[config.mk]
export PLATFORM = sky130hd
export DESIGN_NAME = tdm_core
export DESIGN_NICKNAME = d
export VERILOG_FILES = /design/src/core/tdm_pkg.sv /design/src/core/tdm_core.sv
export SDC_FILE = /design/constraint.sdc
export NUM_CORES = 2
export LEC_CHECK = 0
export BUFFER_PORTS_ARGS = -buffer_cell sky130_fd_sc_hd__buf_2
export CAP_MARGIN = 20
export CORE_MARGIN = 10
export CORE_UTILIZATION = 61
export DETAILED_ROUTE_END_ITERATION = 8
export GPL_ROUTABILITY_DRIVEN = 0
export PLACE_DENSITY = 0.89
export SLEW_MARGIN = 20
export SYNTH_ARGS = -nofsm -noshare
export SYNTH_HDL_FRONTEND = slang
export SYNTH_SLANG_ARGS = --single-unit
[constraint.sdc]
create_clock -name clk_i -period 5 [get_ports clk_i]
set_clock_uncertainty 0.15 [all_clocks]
set_input_delay 1.5 -clock clk_i [delete_from_list [all_inputs] [get_ports clk_i]]
set_output_delay 1.5 -clock clk_i [all_outputs]
set_load 0.05 [all_outputs]
[src/core/tdm_pkg.sv]
// constants, register map and types for the tdd mode switch and tx delay block
package tdm_pkg;
    // clock and timing
    localparam int unsigned CLK_HZ        = 10_000_000;
    localparam int unsigned SETTLE_NS     = 2000;                 // chain wake or standby time
    localparam int unsigned SETTLE_CYC    = (SETTLE_NS * (CLK_HZ / 1_000_000)) / 1000;
    localparam int unsigned SYNC_LAT_CYC  = 3;                    // pin to active output edges
    // data widths
    localparam int unsigned SMP_W         = 16;
    localparam int unsigned LANE_W        = 16;
    localparam int unsigned ADR_W         = 8;
    // register byte offsets
    localparam logic [7:0]  REG_CTRL      = 8'h00;
    localparam logic [7:0]  REG_DELAY_A   = 8'h04;
    localparam logic [7:0]  REG_DELAY_B   = 8'h08;
    localparam logic [7:0]  REG_NCO_F0    = 8'h0C;
    localparam logic [7:0]  REG_NCO_F1    = 8'h10;
    localparam logic [7:0]  REG_STATUS    = 8'h14;
    // ctrl fields
    localparam int unsigned CTRL_BOTH_FB  = 0;                    // both enables high: 1 = fb
    localparam int unsigned CTRL_NCO_SEL  = 1;
    localparam logic [1:0]  CTRL_RST      = 2'h0;
    // delay fields
    localparam int unsigned DLY_COARSE_LSB = 0;
    localparam int unsigned DLY_COARSE_W   = 3;
    localparam int unsigned DLY_FINE_LSB   = 8;
    localparam int unsigned DLY_FINE_W     = 5;
    localparam logic [2:0]  COARSE_MAX     = 3'h4;
    localparam logic [5:0]  HALF_STEP_CYC  = 6'h2;                // half input sample period
    localparam logic [12:0] DELAY_RST      = 13'h0000;
    localparam int unsigned DLY_DEPTH      = 40;                  // 4 * 2 + 31 + 1 taps
    // observation oscillator: 1 kHz raster at the clock rate
    localparam int unsigned NCO_W          = 14;
    localparam logic [13:0] NCO_MOD        = 14'(CLK_HZ / 1000);
    localparam logic [13:0] NCO_F_RST      = 14'h0000;
    // lane source, one-hot
    typedef enum logic [2:0] {
        LANE_OFF = 3'b001,
        LANE_RX  = 3'b010,
        LANE_FB  = 3'b100
    } tdm_lane_t;
endpackage

[src/core/tdm_core.sv]
// tdd mode switch, lane routing, tx delay lines and observation oscillators
`timescale 1ns/1ps
module tdm_core
    import tdm_pkg::*;
(
    input  wire logic              clk_i,
    input  wire logic              rst_i,
    input  wire logic              wb_cyc_i,
    input  wire logic              wb_stb_i,
    input  wire logic              wb_we_i,
    input  wire logic [ADR_W-1:0]  wb_adr_i,
    input  wire logic [3:0]        wb_sel_i,
    input  wire logic [31:0]       wb_dat_i,
    output logic      [31:0]       wb_dat_o,
    output logic                   wb_ack_o,
    input  wire logic              tx_path_enable_a_i,
    input  wire logic              tx_path_enable_b_i,
    input  wire logic              rx_path_enable_a_i,
    input  wire logic              rx_path_enable_b_i,
    input  wire logic              observation_enable_i,
    output logic                   tx_active_a_o,
    output logic                   tx_active_b_o,
    output logic                   rx_active_a_o,
    output logic                   rx_active_b_o,
    output logic                   obs_active_o,
    input  wire logic [SMP_W-1:0]  tx_a_i_i,
    input  wire logic [SMP_W-1:0]  tx_a_q_i,
    input  wire logic [SMP_W-1:0]  tx_b_i_i,
    input  wire logic [SMP_W-1:0]  tx_b_q_i,
    output logic      [SMP_W-1:0]  tx_a_i_o,
    output logic      [SMP_W-1:0]  tx_a_q_o,
    output logic      [SMP_W-1:0]  tx_b_i_o,
    output logic      [SMP_W-1:0]  tx_b_q_o,
    input  wire logic [LANE_W-1:0] rx_lane_data_i,
    input  wire logic [LANE_W-1:0] obs_lane_data_i,
    output logic      [LANE_W-1:0] serial_out_lane_o,
    output logic      [2:0]        lane_src_o,
    output logic      [NCO_W-1:0]  observation_mixer_osc_o
);

    ////////////////////////////////////////////////////////////////////////////
    // functions

    // merge write data into a register under wishbone byte selects
    function automatic logic [31:0] sel_merge(input logic [31:0] old_v,
                                              input logic [31:0] new_v,
                                              input logic [3:0]  sel);
        logic [31:0] res;
        res = old_v;
        for (int b = 0; b < 4; b++) begin
            if (sel[b]) begin
                res[8*b +: 8] = new_v[8*b +: 8];
            end
        end
        return res;
    endfunction

    // delay tap from a delay field: coarse clamped to 4 and doubled, plus fine
    function automatic logic [5:0] delay_tap(input logic [12:0] dly);
        logic [2:0] crs;
        logic [5:0] fin;
        crs = dly[DLY_COARSE_LSB +: DLY_COARSE_W];
        fin = {1'b0, dly[DLY_FINE_LSB +: DLY_FINE_W]};
        if (crs > COARSE_MAX) begin
            crs = COARSE_MAX;
        end
        return 6'({3'h0, crs} * HALF_STEP_CYC) + fin;
    endfunction

    // one step of a modulo oscillator; wraps exactly at the 1 kHz raster
    function automatic logic [NCO_W-1:0] nco_step(input logic [NCO_W-1:0] acc,
                                                  input logic [NCO_W-1:0] frq);
        logic [NCO_W:0] f_eff;
        logic [NCO_W:0] sum;
        f_eff = {1'b0, frq};
        if (f_eff >= {1'b0, NCO_MOD}) begin
            f_eff = f_eff - {1'b0, NCO_MOD};
        end
        sum = {1'b0, acc} + f_eff;
        if (sum >= {1'b0, NCO_MOD}) begin
            sum = sum - {1'b0, NCO_MOD};
        end
        return sum[NCO_W-1:0];
    endfunction

    ////////////////////////////////////////////////////////////////////////////
    // declarations

    logic [4:0]        en_meta_r;
    logic [4:0]        en_sync_r;
    logic [1:0]        ctrl_r;
    logic [12:0]       delay_a_r;
    logic [12:0]       delay_b_r;
    logic [NCO_W-1:0]  nco_f0_r;
    logic [NCO_W-1:0]  nco_f1_r;
    logic [NCO_W-1:0]  nco_acc0_r;
    logic [NCO_W-1:0]  nco_acc1_r;
    logic [31:0]       dly_a_r [0:DLY_DEPTH-1];
    logic [31:0]       dly_b_r [0:DLY_DEPTH-1];
    logic              rx_en_s;
    logic              fb_en_s;
    logic              wb_req_s;
    tdm_lane_t         lane_nxt;

    assign wb_req_s = wb_cyc_i && wb_stb_i && !wb_ack_o;
    assign rx_en_s  = en_sync_r[2] || en_sync_r[3];
    assign fb_en_s  = en_sync_r[4];

    ////////////////////////////////////////////////////////////////////////////
    // enable synchronisers: order tx_a, tx_b, rx_a, rx_b, obs

    always_ff @(posedge clk_i) begin
        if (rst_i) begin
            en_meta_r <= 5'h00;
            en_sync_r <= 5'h00;
        end else begin
            en_meta_r <= {observation_enable_i, rx_path_enable_b_i, rx_path_enable_a_i,
                          tx_path_enable_b_i, tx_path_enable_a_i};
            en_sync_r <= en_meta_r;
        end
    end

    // chain power state, each chain on its own enable
    always_ff @(posedge clk_i) begin
        if (rst_i) begin
            tx_active_a_o <= 1'b0;
            tx_active_b_o <= 1'b0;
            rx_active_a_o <= 1'b0;
            rx_active_b_o <= 1'b0;
            obs_active_o  <= 1'b0;
        end else begin
            tx_active_a_o <= en_sync_r[0];
            tx_active_b_o <= en_sync_r[1];
            rx_active_a_o <= en_sync_r[2];
            rx_active_b_o <= en_sync_r[3];
            obs_active_o  <= en_sync_r[4];
        end
    end

    ////////////////////////////////////////////////////////////////////////////
    // lane routing

    // lane source from the synchronised enables
    always_comb begin
        lane_nxt = LANE_OFF;
        if (rx_en_s && !fb_en_s) begin
            lane_nxt = LANE_RX;
        end else if (!rx_en_s && fb_en_s) begin
            lane_nxt = LANE_FB;
        end else if (rx_en_s && fb_en_s) begin
            lane_nxt = ctrl_r[CTRL_BOTH_FB] ? LANE_FB : LANE_RX;
        end
    end

    // registered lane data and source
    always_ff @(posedge clk_i) begin
        if (rst_i) begin
            lane_src_o        <= LANE_OFF;
            serial_out_lane_o <= 16'h0000;
        end else begin
            lane_src_o <= lane_nxt;
            case (lane_nxt)
                LANE_RX: serial_out_lane_o <= rx_lane_data_i;
                LANE_FB: serial_out_lane_o <= obs_lane_data_i;
                default: serial_out_lane_o <= 16'h0000;
            endcase
        end
    end

    ////////////////////////////////////////////////////////////////////////////
    // tx delay lines: i and q travel as one word, one line per chain

    // shift lines; cleared at reset so latency is the same every start
    always_ff @(posedge clk_i) begin
        if (rst_i) begin
            for (int k = 0; k < DLY_DEPTH; k++) begin
                dly_a_r[k] <= 32'h0000_0000;
                dly_b_r[k] <= 32'h0000_0000;
            end
        end else begin
            dly_a_r[0] <= {tx_a_i_i, tx_a_q_i};
            dly_b_r[0] <= {tx_b_i_i, tx_b_q_i};
            for (int k = 1; k < DLY_DEPTH; k++) begin
                dly_a_r[k] <= dly_a_r[k-1];
                dly_b_r[k] <= dly_b_r[k-1];
            end
        end
    end

    // tap outputs; a chain in standby sends zeros
    always_ff @(posedge clk_i) begin
        if (rst_i) begin
            tx_a_i_o <= 16'h0000;
            tx_a_q_o <= 16'h0000;
            tx_b_i_o <= 16'h0000;
            tx_b_q_o <= 16'h0000;
        end else begin
            {tx_a_i_o, tx_a_q_o} <= en_sync_r[0] ? dly_a_r[delay_tap(delay_a_r)]
                                                 : 32'h0000_0000;
            {tx_b_i_o, tx_b_q_o} <= en_sync_r[1] ? dly_b_r[delay_tap(delay_b_r)]
                                                 : 32'h0000_0000;
        end
    end

    ////////////////////////////////////////////////////////////////////////////
    // observation oscillators: both keep running so phase is held

    always_ff @(posedge clk_i) begin
        if (rst_i) begin
            nco_acc0_r              <= 14'h0000;
            nco_acc1_r              <= 14'h0000;
            observation_mixer_osc_o <= 14'h0000;
        end else begin
            nco_acc0_r              <= nco_step(nco_acc0_r, nco_f0_r);
            nco_acc1_r              <= nco_step(nco_acc1_r, nco_f1_r);
            observation_mixer_osc_o <= ctrl_r[CTRL_NCO_SEL] ? nco_acc1_r : nco_acc0_r;
        end
    end

    ////////////////////////////////////////////////////////////////////////////
    // wishbone slave: ack one cycle after the request, unmapped reads zero

    // register writes
    always_ff @(posedge clk_i) begin
        if (rst_i) begin
            ctrl_r    <= CTRL_RST;
            delay_a_r <= DELAY_RST;
            delay_b_r <= DELAY_RST;
            nco_f0_r  <= NCO_F_RST;
            nco_f1_r  <= NCO_F_RST;
        end else if (wb_req_s && wb_we_i) begin
            if (wb_adr_i == REG_CTRL) begin
                ctrl_r <= 2'(sel_merge({30'h0, ctrl_r}, wb_dat_i, wb_sel_i));
            end else if (wb_adr_i == REG_DELAY_A) begin
                delay_a_r <= 13'(sel_merge({19'h0, delay_a_r}, wb_dat_i, wb_sel_i));
            end else if (wb_adr_i == REG_DELAY_B) begin
                delay_b_r <= 13'(sel_merge({19'h0, delay_b_r}, wb_dat_i, wb_sel_i));
            end else if (wb_adr_i == REG_NCO_F0) begin
                nco_f0_r <= 14'(sel_merge({18'h0, nco_f0_r}, wb_dat_i, wb_sel_i));
            end else if (wb_adr_i == REG_NCO_F1) begin
                nco_f1_r <= 14'(sel_merge({18'h0, nco_f1_r}, wb_dat_i, wb_sel_i));
            end
        end
    end

    // ack and read data
    always_ff @(posedge clk_i) begin
        if (rst_i) begin
            wb_ack_o <= 1'b0;
            wb_dat_o <= 32'h0000_0000;
        end else begin
            wb_ack_o <= wb_req_s;
            if (wb_req_s && !wb_we_i) begin
                if (wb_adr_i == REG_CTRL) begin
                    wb_dat_o <= {30'h0, ctrl_r};
                end else if (wb_adr_i == REG_DELAY_A) begin
                    wb_dat_o <= {19'h0, delay_a_r};
                end else if (wb_adr_i == REG_DELAY_B) begin
                    wb_dat_o <= {19'h0, delay_b_r};
                end else if (wb_adr_i == REG_NCO_F0) begin
                    wb_dat_o <= {18'h0, nco_f0_r};
                end else if (wb_adr_i == REG_NCO_F1) begin
                    wb_dat_o <= {18'h0, nco_f1_r};
                end else if (wb_adr_i == REG_STATUS) begin
                    wb_dat_o <= {22'h0, lane_src_o, obs_active_o, rx_active_b_o,
                                 rx_active_a_o, tx_active_b_o, tx_active_a_o, en_sync_r[1:0]};
                end else begin
                    wb_dat_o <= 32'h0000_0000;
                end
            end
        end
    end
endmodule

* Word level (Yosys, flattened, before mapping) *
Memories as Yosys holds them, arrays and structs flattened. A register that Yosys moved wholly into a read port is not among the register bits.
Cells that the tools add are included.

storage, ports and cells
  register bits = 165
  bits in writable memories = 2560
  bits of input ports = 150
  output and inout bits = 135
  word-level logic and storage cells = 261
  memories = 2

cells by class
  add/subtract/negate cells = 8
  $lt $le $gt $ge = 6
  equality and inequality tests = 7
  muxes and demuxes = 105
  bitwise gates (word level) = 86
  reduce and logical (&&, ||, !) cells = 24

memory list
  memory   depth  width  rd ports  clocked after memory_dff  write ports  RTL line        RTL
  dly_a_r  40     32     40        1                         40           tdm_core.sv:98  logic [31:0] dly_a_r [0:DLY_DEPTH-1];
  dly_b_r  40     32     40        1                         40           tdm_core.sv:99  logic [31:0] dly_b_r [0:DLY_DEPTH-1];

operators by type and width
  operator                number
  $mux 32                 80
  $mux 14                 8
  $or 1x1->1              80
  $mux 15                 4
  $pmux 16 s2             1
  $add 14x15->15          2
  $ge 15x14->1 const B    2
  $sub 14x14->15 const B  2
  $ge 14x14->1 const B    2
  $sub 14x14->14 const B  2
  $mux 3                  8
  $eq 8x4->1 const B      2
  $eq 8x5->1 const B      2
  $reduce_and 7->1        2
  $add 4x5->6             2
  $reduce_and 6->1        2
  $mux 10                 1
  $reduce_and 5->1        2
  $eq 8x3->1 const B      1
  $logic_not 8->1         1
  $reduce_and 4->1        2
  $logic_and 1x1->1       7
  $gt 3x3->1 const B      2
  $not 1->1               6
  other kinds (7)         13

* Longest topological paths before layout *
  word-level depth = 7
  gate-level depth with buffers = 21
  mapped depth without buffers = 20

* Worst setup path after synthesis *
Ideal clock, no wire load.

  kind = reg-to-reg
  start point = reg nco_f0_r[7]
  end point = reg nco_acc0_r[10]
  setup time = 0.123 ns
  arrival time = 4.219 ns
  required time = 4.727 ns
  path slack = 0.508 ns
  cell stages (with the launch flop) = 19
  path buffers = 1
  clock period less this slack = 4.492 ns
  cell sequence = dfxtp_1 -> or4_4 -> a31oi_4 -> nor2_1 -> o31a_1 -> xnor2_1 -> ha_1 -> and3_4 -> a2111oi_4 -> xnor2_1 -> inv_1 -> ha_1 -> nand4b_1 -> o311a_1 -> o31ai_2 -> or2_1 -> buf_6 -> nand4_1 -> mux2_1

between the ends
  longest elaborated chain between the ends = 6
  elaborated cells between the ends (all ways) = 8
  classes of those cells = add/sub (3); order compare (2); mux (3)

ends and longest elaborated chain
  element                                         RTL line                        RTL
  from (decl)                                     tdm_core.sv:94                  logic [NCO_W-1:0] nco_f0_r;
  from (signal assigned)                          tdm_core.sv:239                 nco_f0_r <= 14'(sel_merge({18'h0, nco_f0_r}, wb_dat_i, wb_sel_i));
  $sub 14x14->15 or $ge 14x14->1 (tied branches)  tdm_core.sv:77, tdm_core.sv:76
  $mux 15 (*)                                     tdm_core.sv:76                  if (f_eff >= {1'b0, NCO_MOD}) begin
  $mux 15 (*)                                     tdm_core.sv:209                 if (rst_i) begin
  $add 14x15->15 (*)                              tdm_core.sv:79                  sum = {1'b0, acc} + f_eff;
  $sub 14x14->14 or $ge 15x14->1 (tied branches)  tdm_core.sv:81, tdm_core.sv:80
  $mux 14 (*)                                     tdm_core.sv:80                  if (sum >= {1'b0, NCO_MOD}) begin
  to (signal assigned)                            tdm_core.sv:214                 nco_acc0_r <= nco_step(nco_acc0_r, nco_f0_r);
  to (decl)                                       tdm_core.sv:96                  logic [NCO_W-1:0] nco_acc0_r;

Every way passes the cells marked *; elsewhere a longest branch is shown, timed or not. The select of a mux whose other input is x is not followed.
A chain may end at the register's enable or synchronous reset.

* Worst setup path after layout *
Same ends and word-level chain as after synthesis.

==> flow_metrics.py <==
metrics = {
    "outcome": {
        "outcome": "complete, no violations",
    },
    "detailed_routing": {
        "wl_per_cell_um": 21.2,
        "wl_mm": 211,
        "drt_pre_antenna_iters": 6,
        "drt_iter0_drc": 4313,
        "postRouteAntennaNets": 0,
        "via_count": 56500,
        "drc_errors": 0,
        "vias_per_cell": 5.66,
    },
    "power_and_ir_drop": {
        "p_leak_nw": 40.8,
        "p_total_mw": 43.8,
        "power_density_nw_per_um2": 399,
        "ir_drop_uv": 500,
    },
    "clocking": {
        "cts.clk_slew.worst_paths_ns": 0.06,
        "cts_buffers": 277,
        "clockBufferDepth": 4,
        "cts_resized": 0,
        "root_buffer": "clkbuf_16",
        "clk_latency_ns": 0.93,
        "cts_hold_buffers": 0,
        "cts.sinks": 2771,
        "htreeDepth": 5,
        "postCtsSetupRepairBufs": 0,
        "cts_tree": "done",
    },
    "setup_path": {
        "start_kind": "flip-flop",
        "path_max_fanout": 8,
        "rrSetupSlack_ns": 0.16,
        "critPathKind": "flip-flop to flip-flop",
        "worst_ep_arrival_time_ns": 5.46,
        "setup.worst_path.end_class": "flip-flop",
        "crit_required_ns": 5.62,
    },
    "yosys": {
        "synth_warnings": 0,
        "ys.flop_type": "dfxtp_1",
        "synth_seq_cells": 2771,
        "avgSynthCellArea_um2": 12.8,
        "synthCells": 7617,
        "synth.distinct_cells": 76,
        "synth_edf_count": 0,
        "ys_seq_area_share_pct": 56.7,
        "async_reset_ff_share_pct": 0,
        "synth_area_um2": 97800,
    },
    "floorplan": {
        "initial_core_util_pct": 61.6,
        "rows": 146,
        "fp.coreArea_um2": 159000,
        "die_area_um2": 177000,
        "die_w_um": 420,
        "io_pins": 285,
        "die_h_um": 420,
    },
    "global_routing": {
        "antenna_found_initial": 9,
        "grt_pass1_vias": 60800,
        "track_usage_pct": 23.9,
        "grt_pass1_wl_mm": 340,
        "grt-ovfl-total": 0,
        "grt_max_degree": 224,
    },
    "place": {
        "portBuffers": 246,
        "hpwl_mm": 125,
    },
    "timing": {
        "maxSlewViolCount": 0,
        "fin_crit_ns": 4.84,
        "setup_viol": 0,
        "holdWs_ns": 0.260,
        "fmax_mhz": 207,
        "post-route-period-util_pct": 96.8,
        "worst_pin_slew_ns": 1.05,
        "hold_viol_final": 0,
        "relSlewSlack_pct": 29.5,
    },
    "cells_and_area": {
        "drive_above_1_share_pct": 19.8,
        "area_delta_synth_final_pct": 12.2,
        "final_nets": 7909,
        "num-fill-cells": 9639,
    },
    "job": {
        "max-cap-violations": 0,
    },
    "min_path": {
        "hp-class": "flip-flop to flip-flop",
    },
}
-- through the flow --
| stage | setup slack [ns] | util (%) | std cells | cell area, um^2 | setup TNS, ns |
|---|---|---|---|---|---|
| floorplan | 0.508 | - | 7634 | 97800 | 0 |
| global placement | 0.215 | 63.5 | 9506 | 101000 | 0 |
| detailed placement | 0.125 | 63.5 | 9506 | 101000 | 0 |
| CTS | 0.135 | 69.1 | 9963 | 110000 | 0 |
| global route | -0.0204 | 69.1 | 9969 | 110000 | -0.0204 |
| finish | 0.160 | 69.1 | 9970 | 110000 | 0 |
-- critical path, stage by stage (launching register included) --
cell and delay, ns:
dfxtp_1 0.37, or4_4 0.59, a31oi_4 0.23, nor2_1 0.12
o31a_1 0.32, xnor2_1 0.15, ha_1 0.35, and3_4 0.22
a2111oi_4 0.45, xnor2_1 0.15, inv_1 0.12, ha_1 0.16
nand4b_1 0.10, o311a_1 0.34, o31ai_2 0.25, or2_4 0.22
nand4_1 0.10, mux2_1 0.33
-- cell families (layout without fill, tap and decap cells) --
logic type               after synthesis  in the layout  share of synthesized area [%]
AND/OR/NAND/NOR                     2956           2956                           18.4
flip-flops                          2771           2771                           56.7
multiplexers                         907            907                           19.1
buffers and inverters                577            834                           2.31
AO/OA/AOI/OAI                        313            313                           2.34
adder cells (fa/ha/maj)               46             46                          0.620
XOR/XNOR                              46             46                          0.412
other                                  1             25                        0.00384
-- layout make-up --
class	count	area, um^2	share of cell area [%]
Inverter	28	105	0.0958
Multi-Input combinational cell	4286	40200	36.7
Antenna cell	7	17.5	0.0160
Timing Repair Buffer	349	2470	2.25
Tap cell	2072	2590	2.36
Sequential cell	2771	55500	50.6
Clock inverter	70	822	0.750
Clock buffer	387	7960	7.26
-- Yosys cell counts, types with 18 or more instances --
| library cell | n | area, um^2 |
|---|---|---|
| a211oi_1 | 135 | 1010 |
| nor3_1 | 19 | 95.1 |
| xnor2_1 | 34 | 298 |
| nor2b_1 | 2646 | 16600 |
| buf_1 | 67 | 251 |
| clkbuf_1 | 448 | 1680 |
| a22oi_1 | 20 | 150 |
| dfxtp_1 | 2771 | 55500 |
| mux2i_1 | 136 | 1360 |
| mux4_2 | 770 | 17300 |
| nor2_1 | 154 | 578 |
| inv_1 | 27 | 101 |
| ha_1 | 42 | 526 |
| nand3_1 | 20 | 100 |
| nand2_1 | 50 | 188 |
| a21oi_1 | 56 | 280 |
| buf_4 | 18 | 135 |
-- cells in the final DEF, fill, tap and decap left out, types with 16 or more instances in the layout --
| cell type | netlist | final |
|---|---|---|
| clkbuf_8 | 0 | 49 |
| mux4_2 | 770 | 770 |
| nor2_1 | 154 | 154 |
| xnor2_1 | 34 | 32 |
| nor2b_1 | 2646 | 2646 |
| buf_2 | 15 | 245 |
| dfxtp_1 | 2771 | 2769 |
| ha_1 | 42 | 40 |
| nand2_1 | 50 | 45 |
| clkinv_2 | 0 | 35 |
| nand3_1 | 20 | 20 |
| a211oi_1 | 135 | 135 |
| buf_4 | 18 | 67 |
| mux2i_1 | 136 | 136 |
| buf_12 | 0 | 37 |
| clkbuf_16 | 0 | 283 |
| clkbuf_1 | 448 | 55 |
| conb_1 | 1 | 18 |
| nor3_1 | 19 | 19 |
| bufinv_16 | 0 | 16 |
| o21ai_0 | 17 | 17 |
| inv_1 | 27 | 27 |
| a22oi_1 | 20 | 20 |
| a21oi_1 | 56 | 56 |
-- power by group --
part | total, mW | leakage [nW] | internal (mW) | switching [mW]
Sequential | 22.3 | 22.4 | 22.2 | 0.0931
Clock | 20.2 | 4.33 | 11.9 | 8.33
Combinational | 1.24 | 14.1 | 0.394 | 0.849
-- state kept, by name (all words and copies together), names as in the netlist, 5 cells and up --
signal                   cells
tx_a_q_o                    16
dly_b_r                   1280
nco_acc0_r                  14
nco_f1_r                    14
serial_out_lane_o           16
nco_acc1_r                  14
nco_f0_r                    14
delay_b_r                   13
en_meta_r                    5
en_sync_r                    5
delay_a_r                   13
wb_dat_o                    14
dly_a_r                   1280
tx_b_q_o                    16
tx_a_i_o                    16
tx_b_i_o                    16
observation_mixer_osc_o     14
-- worst paths after layout --
kind              cells past startpoint             from              end
hold / removal                        1  dly_b_r[34][21]  dly_b_r[35][21]
setup reg to reg                     17      nco_f0_r[7]   nco_acc0_r[10]
setup / recovery                     17      nco_f0_r[7]   nco_acc0_r[10]
hold reg to reg                       1  dly_b_r[34][21]  dly_b_r[35][21]
-- metal layers --
layer | share of wire, % | track usage [%]
met1 | 40 | 29.6
met2 | 51 | 41.2
met3 | 4.8 | 3.77
met5 | 0.026 | 0
met4 | 4.2 | 10.5
(Power assumes the default switching activity.)
